`config.mk`:
```
export PLATFORM = sky130hd
export DESIGN_NAME = exec_unit
export DESIGN_NICKNAME = d
export VERILOG_FILES = /design/src/common/exec_pkg.sv /design/src/verilog/exec_unit.sv
export SDC_FILE = /design/constraint.sdc
export NUM_CORES = 1
export LEC_CHECK = 0
export BUFFER_PORTS_ARGS = -buffer_cell sky130_fd_sc_hd__buf_2
export CAP_MARGIN = 20
export CORE_MARGIN = 3
export CORE_UTILIZATION = 52
export CTS_BUF_LIST = sky130_fd_sc_hd__clkbuf_16
export CTS_CLUSTER_DIAMETER = 50
export CTS_CLUSTER_SIZE = 30
export DETAILED_ROUTE_END_ITERATION = 12
export GPL_ROUTABILITY_DRIVEN = 1
export PLACE_DENSITY_LB_ADDON = 0.2
export SYNTH_ARGS = -nofsm -noshare
export SYNTH_HDL_FRONTEND = slang
export SYNTH_SLANG_ARGS = --single-unit
```
`constraint.sdc`:
```
create_clock -name SYS_CLK_IN -period 3.5 [get_ports SYS_CLK_IN]
set_input_delay 0.175 -clock SYS_CLK_IN [delete_from_list [all_inputs] [get_ports SYS_CLK_IN]]
set_output_delay 0.175 -clock SYS_CLK_IN [all_outputs]
set_load 0.03 [all_outputs]
```
`src/common/exec_pkg.sv`:
```
// constants for the execute stage of a 12-bit instruction core
// assumes a two-cycle fetch/execute pipeline around it
package exec_pkg;
   localparam logic [11:0] OP_IDLE       = 12'h000;
   localparam logic [11:0] OP_LOAD_OPT   = 12'h002;
   localparam logic [11:0] OP_KICK_WDOG  = 12'h004;
   localparam logic [5:0]  OPC_STORE_ACC = 6'h00;  // 0000_001f: bit5, the d bit, set
   localparam logic [5:0]  OPC_CLEAR     = 6'h01;  // 0000_011f with d bit
   localparam logic [5:0]  OPC_DEC       = 6'h03;
   localparam logic [5:0]  OPC_OR_FILE   = 6'h04;
   localparam logic [5:0]  OPC_COPY      = 6'h08;
   localparam logic [5:0]  OPC_INVERT    = 6'h09;
   localparam logic [5:0]  OPC_INC       = 6'h0A;
   localparam logic [5:0]  OPC_DEC_SKIP  = 6'h0B;
   localparam logic [5:0]  OPC_INC_SKIP  = 6'h0F;
   localparam logic [3:0]  OPC_RET_LIT   = 4'h8;
   localparam logic [3:0]  OPC_LOAD_LIT  = 4'hC;
   localparam logic [3:0]  OPC_OR_LIT    = 4'hD;
   localparam logic [2:0]  OPC_JUMP      = 3'h5;
   localparam int          DEST_BIT      = 5;
   localparam int          PAGE_HI_BIT   = 6;
   localparam int          PAGE_LO_BIT   = 5;
   localparam logic [7:0]  ACC_RESET     = 8'h00;
   localparam logic [7:0]  OPTION_RESET  = 8'hFF;
   localparam logic [10:0] PC_RESET      = 11'h7FF;
endpackage

```
`src/verilog/exec_unit.sv`:
```
// execute stage: one instruction per cycle from the fetch stage
// assumes file read data is combinational for the file address given
// Behaviour
// (RQ1) clear file writes zero to the file and sets zero flag
// (RQ2) destination bit one writes file, zero writes accumulator
// (RQ3) invert file gives inverted file to destination, updates zero flag
// (RQ4) decrement-skip subtracts one to destination, status flags unchanged
// (RQ5) decrement-skip zero result flushes fetched instruction, two cycles
// (RQ6) jump loads nine-bit field into counter bits 8..0, two cycles
// (RQ7) jump takes counter bits 10..9 from status bits 6..5
// (RQ8) increment adds one to destination, updates zero flag incl. wrap
// (RQ9) increment-skip leaves flags, zero result flushes next instruction
// (RQ10) or literal ORs accumulator with literal into accumulator, zero flag
// (RQ11) or file ORs accumulator with file to destination, zero flag
// (RQ12) copy file moves file to destination and updates zero flag
// (RQ13) load option copies accumulator into option register, flags untouched
// (RQ14) return literal loads accumulator with the literal
// (RQ15) return literal reloads counter from stack head
// (RQ16) return literal takes two cycles
// (RQ17) kick watchdog clears counter, clears prescaler only when assigned to watchdog, sets expiry and sleep flags
// (RQ18) decrement subtracts one to destination, updates zero flag
// (RQ19) load literal puts literal in accumulator, flags unchanged
// (RQ20) store accumulator writes accumulator to file, flags unchanged
`timescale 1ns/10ps
module exec_unit
   import exec_pkg::*;
(
   input  wire logic        SYS_CLK_IN,
   input  wire logic        SRST_IN,
   input  wire logic [11:0] INSTR_IN,
   input  wire logic        INSTR_VALID_IN,
   input  wire logic [7:0]  FILE_RDATA_IN,
   input  wire logic [7:0]  STATUS_IN,
   input  wire logic [10:0] STACK_HEAD_IN,
   input  wire logic        PRESCALE_TO_WDOG_IN,
   output logic [4:0]       FILE_ADDR_OUT,
   output logic [7:0]       FILE_WDATA_OUT,
   output logic             FILE_WE_OUT,
   output logic [7:0]       ACC_OUT,
   output logic [7:0]       OPTION_OUT,
   output logic [10:0]      PROGRAM_COUNTER_OUT,
   output logic             STACK_POP_OUT,
   output logic             ZERO_FLAG_OUT,
   output logic             ZERO_WE_OUT,
   output logic             WATCHDOG_EXPIRY_FLAG_OUT,
   output logic             SLEEP_ENTERED_FLAG_OUT,
   output logic             WDOG_FLAGS_WE_OUT,
   output logic             WATCHDOG_COUNTER_CLR_OUT,
   output logic             PRESCALER_CLR_OUT,
   output logic             FLUSH_OUT
);

   typedef enum logic [1:0] {
      ST_RUN   = 2'b01,
      ST_FLUSH = 2'b10
   } phase_t;

   phase_t      phase_r;
   phase_t      phase_nxt;
   logic [7:0]  acc_r;
   logic [7:0]  result;
   logic        dest_file;
   logic        acc_we;
   logic        file_we;
   logic        zero_we;
   logic        zero_val;
   logic        skip;
   logic        jump;
   logic        ret;
   logic        opt_we;
   logic        kick;
   logic        live;
   logic [5:0]  op6;
   logic [3:0]  op4;

   assign op6       = INSTR_IN[11:6];
   assign op4       = INSTR_IN[11:8];
   // second cycle of a branch or skip executes an idle op in place of the fetched word
   assign live      = INSTR_VALID_IN && (phase_r == ST_RUN);
   assign dest_file = INSTR_IN[DEST_BIT]; // RQ2

   always_comb begin
      result   = 8'h00;
      acc_we   = 1'b0;
      file_we  = 1'b0;
      zero_we  = 1'b0;
      skip     = 1'b0;
      jump     = 1'b0;
      ret      = 1'b0;
      opt_we   = 1'b0;
      kick     = 1'b0;
      if (live) begin
         if (INSTR_IN[11:9] == OPC_JUMP) begin
            jump = 1'b1; // RQ6
         end else if (op4 == OPC_RET_LIT) begin
            result = INSTR_IN[7:0]; // RQ14
            acc_we = 1'b1;
            ret    = 1'b1; // RQ15
         end else if (op4 == OPC_LOAD_LIT) begin
            result = INSTR_IN[7:0]; // RQ19
            acc_we = 1'b1;
         end else if (op4 == OPC_OR_LIT) begin
            result  = acc_r | INSTR_IN[7:0]; // RQ10
            acc_we  = 1'b1;
            zero_we = 1'b1;
         end else if (INSTR_IN == OP_LOAD_OPT) begin
            opt_we = 1'b1; // RQ13
         end else if (INSTR_IN == OP_KICK_WDOG) begin
            kick = 1'b1; // RQ17
         end else if (op6 == OPC_STORE_ACC && dest_file) begin
            result  = acc_r; // RQ20
            file_we = 1'b1;
         end else if (op6 == OPC_CLEAR && dest_file) begin
            result  = 8'h00; // RQ1
            file_we = 1'b1;
            zero_we = 1'b1;
         end else begin
            unique case (op6)
               OPC_INVERT:   begin result = ~FILE_RDATA_IN;        zero_we = 1'b1; end // RQ3
               OPC_DEC:      begin result = FILE_RDATA_IN - 8'h01; zero_we = 1'b1; end // RQ18
               OPC_INC:      begin result = FILE_RDATA_IN + 8'h01; zero_we = 1'b1; end // RQ8
               OPC_OR_FILE:  begin result = acc_r | FILE_RDATA_IN; zero_we = 1'b1; end // RQ11
               OPC_COPY:     begin result = FILE_RDATA_IN;         zero_we = 1'b1; end // RQ12
               OPC_DEC_SKIP: begin result = FILE_RDATA_IN - 8'h01; end // RQ4
               OPC_INC_SKIP: begin result = FILE_RDATA_IN + 8'h01; end // RQ9
               default:      begin result = 8'h00; end
            endcase
            if (op6 == OPC_INVERT || op6 == OPC_DEC || op6 == OPC_INC || op6 == OPC_OR_FILE
                || op6 == OPC_COPY || op6 == OPC_DEC_SKIP || op6 == OPC_INC_SKIP) begin
               file_we = dest_file; // RQ2
               acc_we  = !dest_file;
            end
            skip = (op6 == OPC_DEC_SKIP || op6 == OPC_INC_SKIP) && (result == 8'h00); // RQ5 RQ9
         end
      end
      zero_val = (result == 8'h00);
   end

   // any flow change spends the next cycle flushing
   always_comb begin
      phase_nxt = (skip || jump || ret) ? ST_FLUSH : ST_RUN; // RQ5 RQ16
   end

   always_ff @(posedge SYS_CLK_IN) begin
      if (SRST_IN) begin
         phase_r <= ST_RUN;
      end else begin
         phase_r <= phase_nxt;
      end
   end

   always_ff @(posedge SYS_CLK_IN) begin
      if (SRST_IN) begin
         acc_r <= ACC_RESET;
      end else if (acc_we) begin
         acc_r <= result;
      end
   end
   assign ACC_OUT = acc_r;

   always_ff @(posedge SYS_CLK_IN) begin
      if (SRST_IN) begin
         FILE_ADDR_OUT  <= 5'h00;
         FILE_WDATA_OUT <= 8'h00;
         FILE_WE_OUT    <= 1'b0;
      end else begin
         FILE_ADDR_OUT  <= INSTR_IN[4:0];
         FILE_WDATA_OUT <= result;
         FILE_WE_OUT    <= file_we; // RQ2
      end
   end

   always_ff @(posedge SYS_CLK_IN) begin
      if (SRST_IN) begin
         ZERO_FLAG_OUT <= 1'b0;
         ZERO_WE_OUT   <= 1'b0;
      end else begin
         ZERO_FLAG_OUT <= zero_val; // RQ1 RQ8
         ZERO_WE_OUT   <= zero_we;
      end
   end

   always_ff @(posedge SYS_CLK_IN) begin
      if (SRST_IN) begin
         OPTION_OUT <= OPTION_RESET;
      end else if (opt_we) begin
         OPTION_OUT <= acc_r; // RQ13
      end
   end

   always_ff @(posedge SYS_CLK_IN) begin
      if (SRST_IN) begin
         PROGRAM_COUNTER_OUT <= PC_RESET;
         STACK_POP_OUT       <= 1'b0;
      end else begin
         STACK_POP_OUT <= ret;
         if (jump) begin
            PROGRAM_COUNTER_OUT <= {STATUS_IN[PAGE_HI_BIT], STATUS_IN[PAGE_LO_BIT],
                                    INSTR_IN[8:0]}; // RQ6 RQ7
         end else if (ret) begin
            PROGRAM_COUNTER_OUT <= STACK_HEAD_IN; // RQ15
         end else if (INSTR_VALID_IN) begin
            PROGRAM_COUNTER_OUT <= PROGRAM_COUNTER_OUT + 11'h001;
         end
      end
   end

   always_ff @(posedge SYS_CLK_IN) begin
      if (SRST_IN) begin
         WATCHDOG_EXPIRY_FLAG_OUT <= 1'b1;
         SLEEP_ENTERED_FLAG_OUT   <= 1'b1;
         WDOG_FLAGS_WE_OUT        <= 1'b0;
         WATCHDOG_COUNTER_CLR_OUT <= 1'b0;
         PRESCALER_CLR_OUT        <= 1'b0;
      end else begin
         WATCHDOG_EXPIRY_FLAG_OUT <= 1'b1; // RQ17
         SLEEP_ENTERED_FLAG_OUT   <= 1'b1;
         WDOG_FLAGS_WE_OUT        <= kick;
         WATCHDOG_COUNTER_CLR_OUT <= kick;
         PRESCALER_CLR_OUT        <= kick && PRESCALE_TO_WDOG_IN;
      end
   end

   always_ff @(posedge SYS_CLK_IN) begin
      if (SRST_IN) begin
         FLUSH_OUT <= 1'b0;
      end else begin
         FLUSH_OUT <= (phase_nxt == ST_FLUSH);
      end
   end
endmodule

```
== After elaboration in Yosys (flattened, before gate mapping) ==
Cells that the tools add are included.
Widths: inputs -> output; s select.

* Input bits: 43
* Register bits after elaboration: 49
* Output and inout bits: 50

* Eq/ne operators: 16
* Add/subtract/negate cells: 3
* Reduce and logical (&&, ||, !) cells: 24
* Muxes and demuxes: 69
* Bitwise gates (word level): 4

{| class="wikitable"
|+ Operator list
! kind !! number
|-
| $mux 8 || 18
|-
| $mux 1 || 46
|-
| $pmux 8 s5 || 1
|-
| $mux 11 || 3
|-
| $eq 6x4->1 const B || 5
|-
| $logic_not 8->1 || 2
|-
| $or 8x8->8 || 2
|-
| $eq 12x2->1 const B || 1
|-
| $eq 12x3->1 const B || 1
|-
| $eq 4x4->1 const B || 3
|-
| $add 11x1->11 const B || 1
|-
| $reduce_or 5->1 || 2
|-
| $logic_or 1x1->1 || 9
|-
| $add 8x1->8 const B || 1
|-
| $not 8->8 || 1
|-
| $reduce_or 8->1 || 1
|-
| $sub 8x1->8 const B || 1
|-
| $eq 6x1->1 const B || 1
|-
| $eq 6x2->1 const B || 1
|-
| $eq 6x3->1 const B || 1
|-
| $logic_not 6->1 || 1
|-
| $logic_and 1x1->1 || 5
|-
| $reduce_or 2->1 || 2
|-
| $eq 3x3->1 const B || 1
|-
| other kinds (6) || 6
|}

== Longest topological paths before layout ==
* Depth after elaboration: 27
* Depth in mapped cells: 12

== Worst setup path before layout ==
OpenSTA, ideal clock, no wires.

* Path kind: input port to flip-flop
* Start point: in INSTR_IN[10]
* End point: reg ZERO_FLAG_OUT
* Cell stages on the path: 12
* Required time: 3.421 ns
* Library setup time: 0.079 ns
* Slack: 0.857 ns
* Data arrival time: 2.564 ns
* Buffers on the path: 1
* Cells stage by stage: buf_2 and4bb_2 nand2_1 xor2_1 ha_1 inv_1 or4_4 a21boi_2 o31ai_2 a211oi_1 nand4_1 a211oi_2

* Longest elaborated chain between the ends: 22

{| class="wikitable"
|+ Ends and longest elaborated chain
! what !! RTL line !! RTL
|-
| start, declared || exec_unit.sv:30 || <nowiki>input wire logic [11:0] INSTR_IN,</nowiki>
|-
| $eq 6x4->1 or $eq 6x2->1 (tied branches) || exec_unit.sv:118 || <nowiki>unique case (op6)</nowiki>
|-
| $reduce_or 2->1 (no line) || n/a ||
|-
| $pmux 8 s5 || exec_unit.sv:118 ||
|-
| $mux 8 || exec_unit.sv:113 || <nowiki>end else if (op6 == OPC_CLEAR && dest_file) begin</nowiki>
|-
| $mux 8 || exec_unit.sv:110 || <nowiki>end else if (op6 == OPC_STORE_ACC && dest_file) begin</nowiki>
|-
| $mux 8 || exec_unit.sv:108 || <nowiki>end else if (INSTR_IN == OP_KICK_WDOG) begin</nowiki>
|-
| $mux 8 || exec_unit.sv:106 || <nowiki>end else if (INSTR_IN == OP_LOAD_OPT) begin</nowiki>
|-
| $mux 8 || exec_unit.sv:102 || <nowiki>end else if (op4 == OPC_OR_LIT) begin</nowiki>
|-
| (+6 left out) || n/a ||
|-
| $mux 8 || exec_unit.sv:108 ||
|-
| $mux 8 || exec_unit.sv:106 ||
|-
| $mux 8 || exec_unit.sv:102 ||
|-
| $mux 8 || exec_unit.sv:99 || <nowiki>end else if (op4 == OPC_LOAD_LIT) begin</nowiki>
|-
| $mux 8 || exec_unit.sv:95 || <nowiki>end else if (op4 == OPC_RET_LIT) begin</nowiki>
|-
| $mux 8 (*) || exec_unit.sv:93 || <nowiki>if (INSTR_IN[11:9] == OPC_JUMP) begin</nowiki>
|-
| $mux 8 (*) || exec_unit.sv:92 || <nowiki>if (live) begin</nowiki>
|-
| $logic_not 8->1 (*) || exec_unit.sv:136 || <nowiki>zero_val = (result == 8'h00);</nowiki>
|-
| end signal, assigned || exec_unit.sv:178 || <nowiki>ZERO_FLAG_OUT <= zero_val;</nowiki>
|-
| end, declared || exec_unit.sv:43 || <nowiki>output logic ZERO_FLAG_OUT,</nowiki>
|}

Every way passes the cells marked *; elsewhere a longest branch is shown, timed or not. The select of a mux whose other input is x is not followed.
A chain may end at the register's enable or synchronous reset.

== Worst setup path in the final report ==
* Start point: in INSTR_IN[7]
* End point: reg ZERO_FLAG_OUT

* Longest elaborated chain between the ends: 22

{| class="wikitable"
|+ Ends and longest elaborated chain
! what !! RTL line
|-
| $eq 6x4->1 or $eq 6x2->1 (tied branches) || exec_unit.sv:118
|-
| $reduce_or 2->1 (no line) || n/a
|-
| $pmux 8 s5 || exec_unit.sv:118
|-
| $mux 8 || exec_unit.sv:113
|-
| $mux 8 || exec_unit.sv:110
|-
| $mux 8 || exec_unit.sv:108
|-
| $mux 8 || exec_unit.sv:106
|-
| $mux 8 || exec_unit.sv:102
|-
| (+6 left out) || n/a
|-
| $mux 8 || exec_unit.sv:108
|-
| $mux 8 || exec_unit.sv:106
|-
| $mux 8 || exec_unit.sv:102
|-
| $mux 8 || exec_unit.sv:99
|-
| $mux 8 (*) || exec_unit.sv:95
|-
| $mux 8 (*) || exec_unit.sv:93
|-
| $mux 8 (*) || exec_unit.sv:92
|-
| $logic_not 8->1 (*) || exec_unit.sv:136
|}

Marks and branches as above.

==> metrics.yaml <==
clock_tree:
  clock-sinks: 48
  cts-root-buf: "clkbuf_16"
  numCtsBuffers: 5
  clk_path_buf_depth: 2
  hold_buffers: 0
  clk_pin_slew_ns: 0.06
  post_cts_buffers: 0
  htree_levels: 2
  clock_latency_ns: 0.28
  post_cts_resized: 0
  cts_tree: "built"
hold_path:
  hold_depth: 2
  hold_class: "in2reg"
  worstHoldStart: "PRESCALE_TO_WDOG_IN"
  hold_end: "PRESCALER_CLR_OUT"
logic_synthesis:
  avgSynthCellArea_sq_um: 7.893
  ys_warn_count: 0
  synthCells: 396
  syn_area_sq_um: 3125
  ys_ff_latch: 48
  synth.area.top_cells: "dfxtp_1 (31%), nor2_1 (6.0%), a21oi_1 (4.6%), mux2i_1 (4.2%), xnor2_1 (3.1%)"
  ys.flop_type: "dfxtp_1"
  yosys.area_share.simple_pct: 28.50
  synth_cell_types: 64
  yosys.area.top_type: "dfxtp_1"
  synth_top_family_by_area: "simple AND/OR/NAND/NOR gates"
  ys_seq_area_share_pct: 30.74
  synthAdderAreaFrac_pct: 0.8006
  netlist_top_cells_count: "nor2_1 (50), dfxtp_1 (48), a21oi_1 (29)"
  synth-xor-area-share_pct: 5.885
  muxShareOfSynthArea_pct: 5.004
  yosys.cell_count.top_type: "nor2_1"
  async_flop_share_pct: 0
  synth_compound_area_share_pct: 22.38
  synth_top_area_share_pct: 30.74
  synth_edf_count: 0
status:
  status: "completed"
power:
  powerDensity_nw_per_um2: 436.2
  leakage_nw: 1.474
  ir_drop_mv: 0.3152
  power.clock.fraction_pct: 37.3
  p_sw_share_pct: 29.15
  seqPwrFrac_pct: 37.4
  comb_power_share_pct: 25.2
  intPower_w: 0.001142
  p_switching_w: 0.0004699
timing:
  setup-violations-final: 0
  rsz0062_at_grt: "no"
  tns_ns: 0
  finalCritPeriodShare_pct: 78.88
  hold_violations: 0
  fin_hold_ws_ns: 0.1026
  worst_slack_ns: 0.7393
  max_freq_mhz: 362.2
  finalCriticalPeriod_ns: 2.761
  max-slew-margin-rel_pct: 49.38
  fin_skew_ns: 0.003625
  report.final.slew_viol_count: 0
  worst_pin_slew_ns: 0.7594
finish:
  antenna_cells: 0
  n_fill_cell: 510
  final_cell_count_no_fill: 531
  areaGrowthSynthToFinish_pct: 18.25
  drive_gt1_share_pct: 26.58
  seq_area_sq_um: 960.9
  fin_nets: 504
  multi_input_area_sq_um: 1968
place:
  gp_congestion: 0.8899
  dp_cells: 524
  port_buffers: 84
  hpwl_mm: 6.192
  place_ws_ns: 0.4969
detailed_routing:
  viasPerCell: 6.019
  final_antenna_net_count: 0
  routed_wl_mm: 8.658
  vias: 3196
  first_pass_iters: 5
  wire_per_inst_um: 16.31
  drt_iter0_drc: 278
  remaining_drc_errors: 0
global_route:
  grt_max_degree: 40
  grt_pass1_vias: 2889
  grt_use_total_pct: 24.63
  grt_pass1_wl_mm: 14.37
  grt-ovfl-total: 0
  antenna_found_initial: 0
critical_path:
  critPathMaxFanout: 17
  startpoint_type: "input pin"
  cp.buffers_inverters: 2
  slowest_stage: "or4_4"
  r2r_slack_ns: 1.07
  path_delay_family: "simple AND/OR/NAND/NOR gates"
  r2r-start: "phase_r[1]"
  reg2reg_to: "PROGRAM_COUNTER_OUT[5]"
  crit_type: "in2reg"
  crit_arrival_ns: 2.97
  cp_data_required_time_ns: 3.71
  worstRegToRegCells: 7
  cp_cell_sequence: "buf_2, and4bb_2, nand2_1, xor2_1, ha_1, inv_1, or4_4, a21boi_2, o31ai_2, a211oi_1, nand4_1, a211oi_2"
  endpoint_kind: "register"
  slowest_delay_ns: 0.55
job:
  maxCapViolCount: 0
die:
  coreArea_sq_um: 5675
  die_area_sq_um: 6976
  io_pins: 93
  initial_core_util_pct: 55.07
  die_h_um: 83.53
  fp.dieW_um: 83.53
  num_rows: 27
==> cells by family (layout without fill, tap and decap cells) <==
family,Yosys count,after routing
AOI/OAI and AO/OA,103,103
xor gates and xnor gates,21,21
adders and majority gates,2,2
buffers and inverters,43,105
DFF,48,48
muxes,15,15
other,1,2
and+or+nand+nor,163,163
==> power by group through the flow <==
stage,clock network [W],logic [W],registers [W]
final,0.000602,0.000407,0.000603
after global routing,0.000629,0.000446,0.000606
after CTS,0.000610,0.000405,0.000602
after detailed placement,0,0.000401,0.000614
after global placement,0,0.000397,0.000613
after floorplan,0,0.000254,0.000664
==> worst max path at each step <==
stage / cells past startpoint / start / to / slack, ns
4_1_cts: 12 / INSTR_IN[7] / ZERO_FLAG_OUT / 0.78
2_1_floorplan: 12 / INSTR_IN[10] / ZERO_FLAG_OUT / 0.86
5_1_grt: 12 / INSTR_IN[7] / ZERO_FLAG_OUT / 0.61
6_report: 12 / INSTR_IN[7] / ZERO_FLAG_OUT / 0.74
3_3_place_gp: 12 / INSTR_IN[7] / ZERO_FLAG_OUT / 0.54
3_5_place_dp: 12 / INSTR_IN[7] / ZERO_FLAG_OUT / 0.50
==> state kept, by name, indices dropped and copies added, names as in the netlist <==
signal and flops:
FILE_WE_OUT 1, ZERO_WE_OUT 1, OPTION_OUT 8, PROGRAM_COUNTER_OUT 11, PRESCALER_CLR_OUT 1, phase_r 2, ACC_OUT 8, WATCHDOG_COUNTER_CLR_OUT 1
FILE_WDATA_OUT 8, STACK_POP_OUT 1, FILE_ADDR_OUT 5, ZERO_FLAG_OUT 1
==> layout make-up <==
cell class	count	share of cell area [%]
Sequential cell	48	26.00
Timing Repair Buffer	89	12.39
Clock buffer	5	3.385
Inverter	9	0.9140
Multi-Input combinational cell	306	53.25
Clock inverter	2	1.625
Tap cell	72	2.437
==> layout by cell type, fill, tap and decap left out, types with 6 or more instances in the layout <==
cell type	synthesis	final
o22ai_1	8	8
xnor2_1	11	11
nor4_1	8	8
nor3b_1	6	6
mux2i_1	13	13
nor3_1	9	8
xor2_1	10	10
nor2_1	50	50
nand2b_1	15	15
a21oi_1	29	29
nand2_1	21	21
a31oi_1	6	6
or2_2	7	7
buf_2	10	84
nand3_1	10	10
nor2b_1	9	9
inv_1	9	9
a211oi_1	10	10
dfxtp_1	48	48
o21ai_0	16	16
==> per-stage QoR <==
| step | power, W | utilization (%) | instance area (sq um) |
|---|---|---|---|
| after floorplan | 0.0009181 | - | 3129 |
| after global placement | 0.001011 | 61.86 | 3511 |
| after detailed placement | 0.001015 | 61.86 | 3511 |
| after CTS | 0.001617 | 65.12 | 3696 |
| after global routing | 0.001681 | 65.12 | 3696 |
| final | 0.001612 | 65.12 | 3696 |
==> per-layer routing <==
| layer | wire [um] | part of all wire (%) | track usage, % | up-vias |
|---|---|---|---|---|
| met4 | 115 | 1.3 | 6.579 | 0 |
| met5 | 0 | 0 | 0 | - |
| met1 | 3878 | 45 | 34.63 | 1498 |
| met3 | 645 | 7.4 | 3.751 | 13 |
| met2 | 4019 | 46 | 39.43 | 143 |
| li1 | - | - | - | 1542 |
Power figures use the tool's default switching activity.
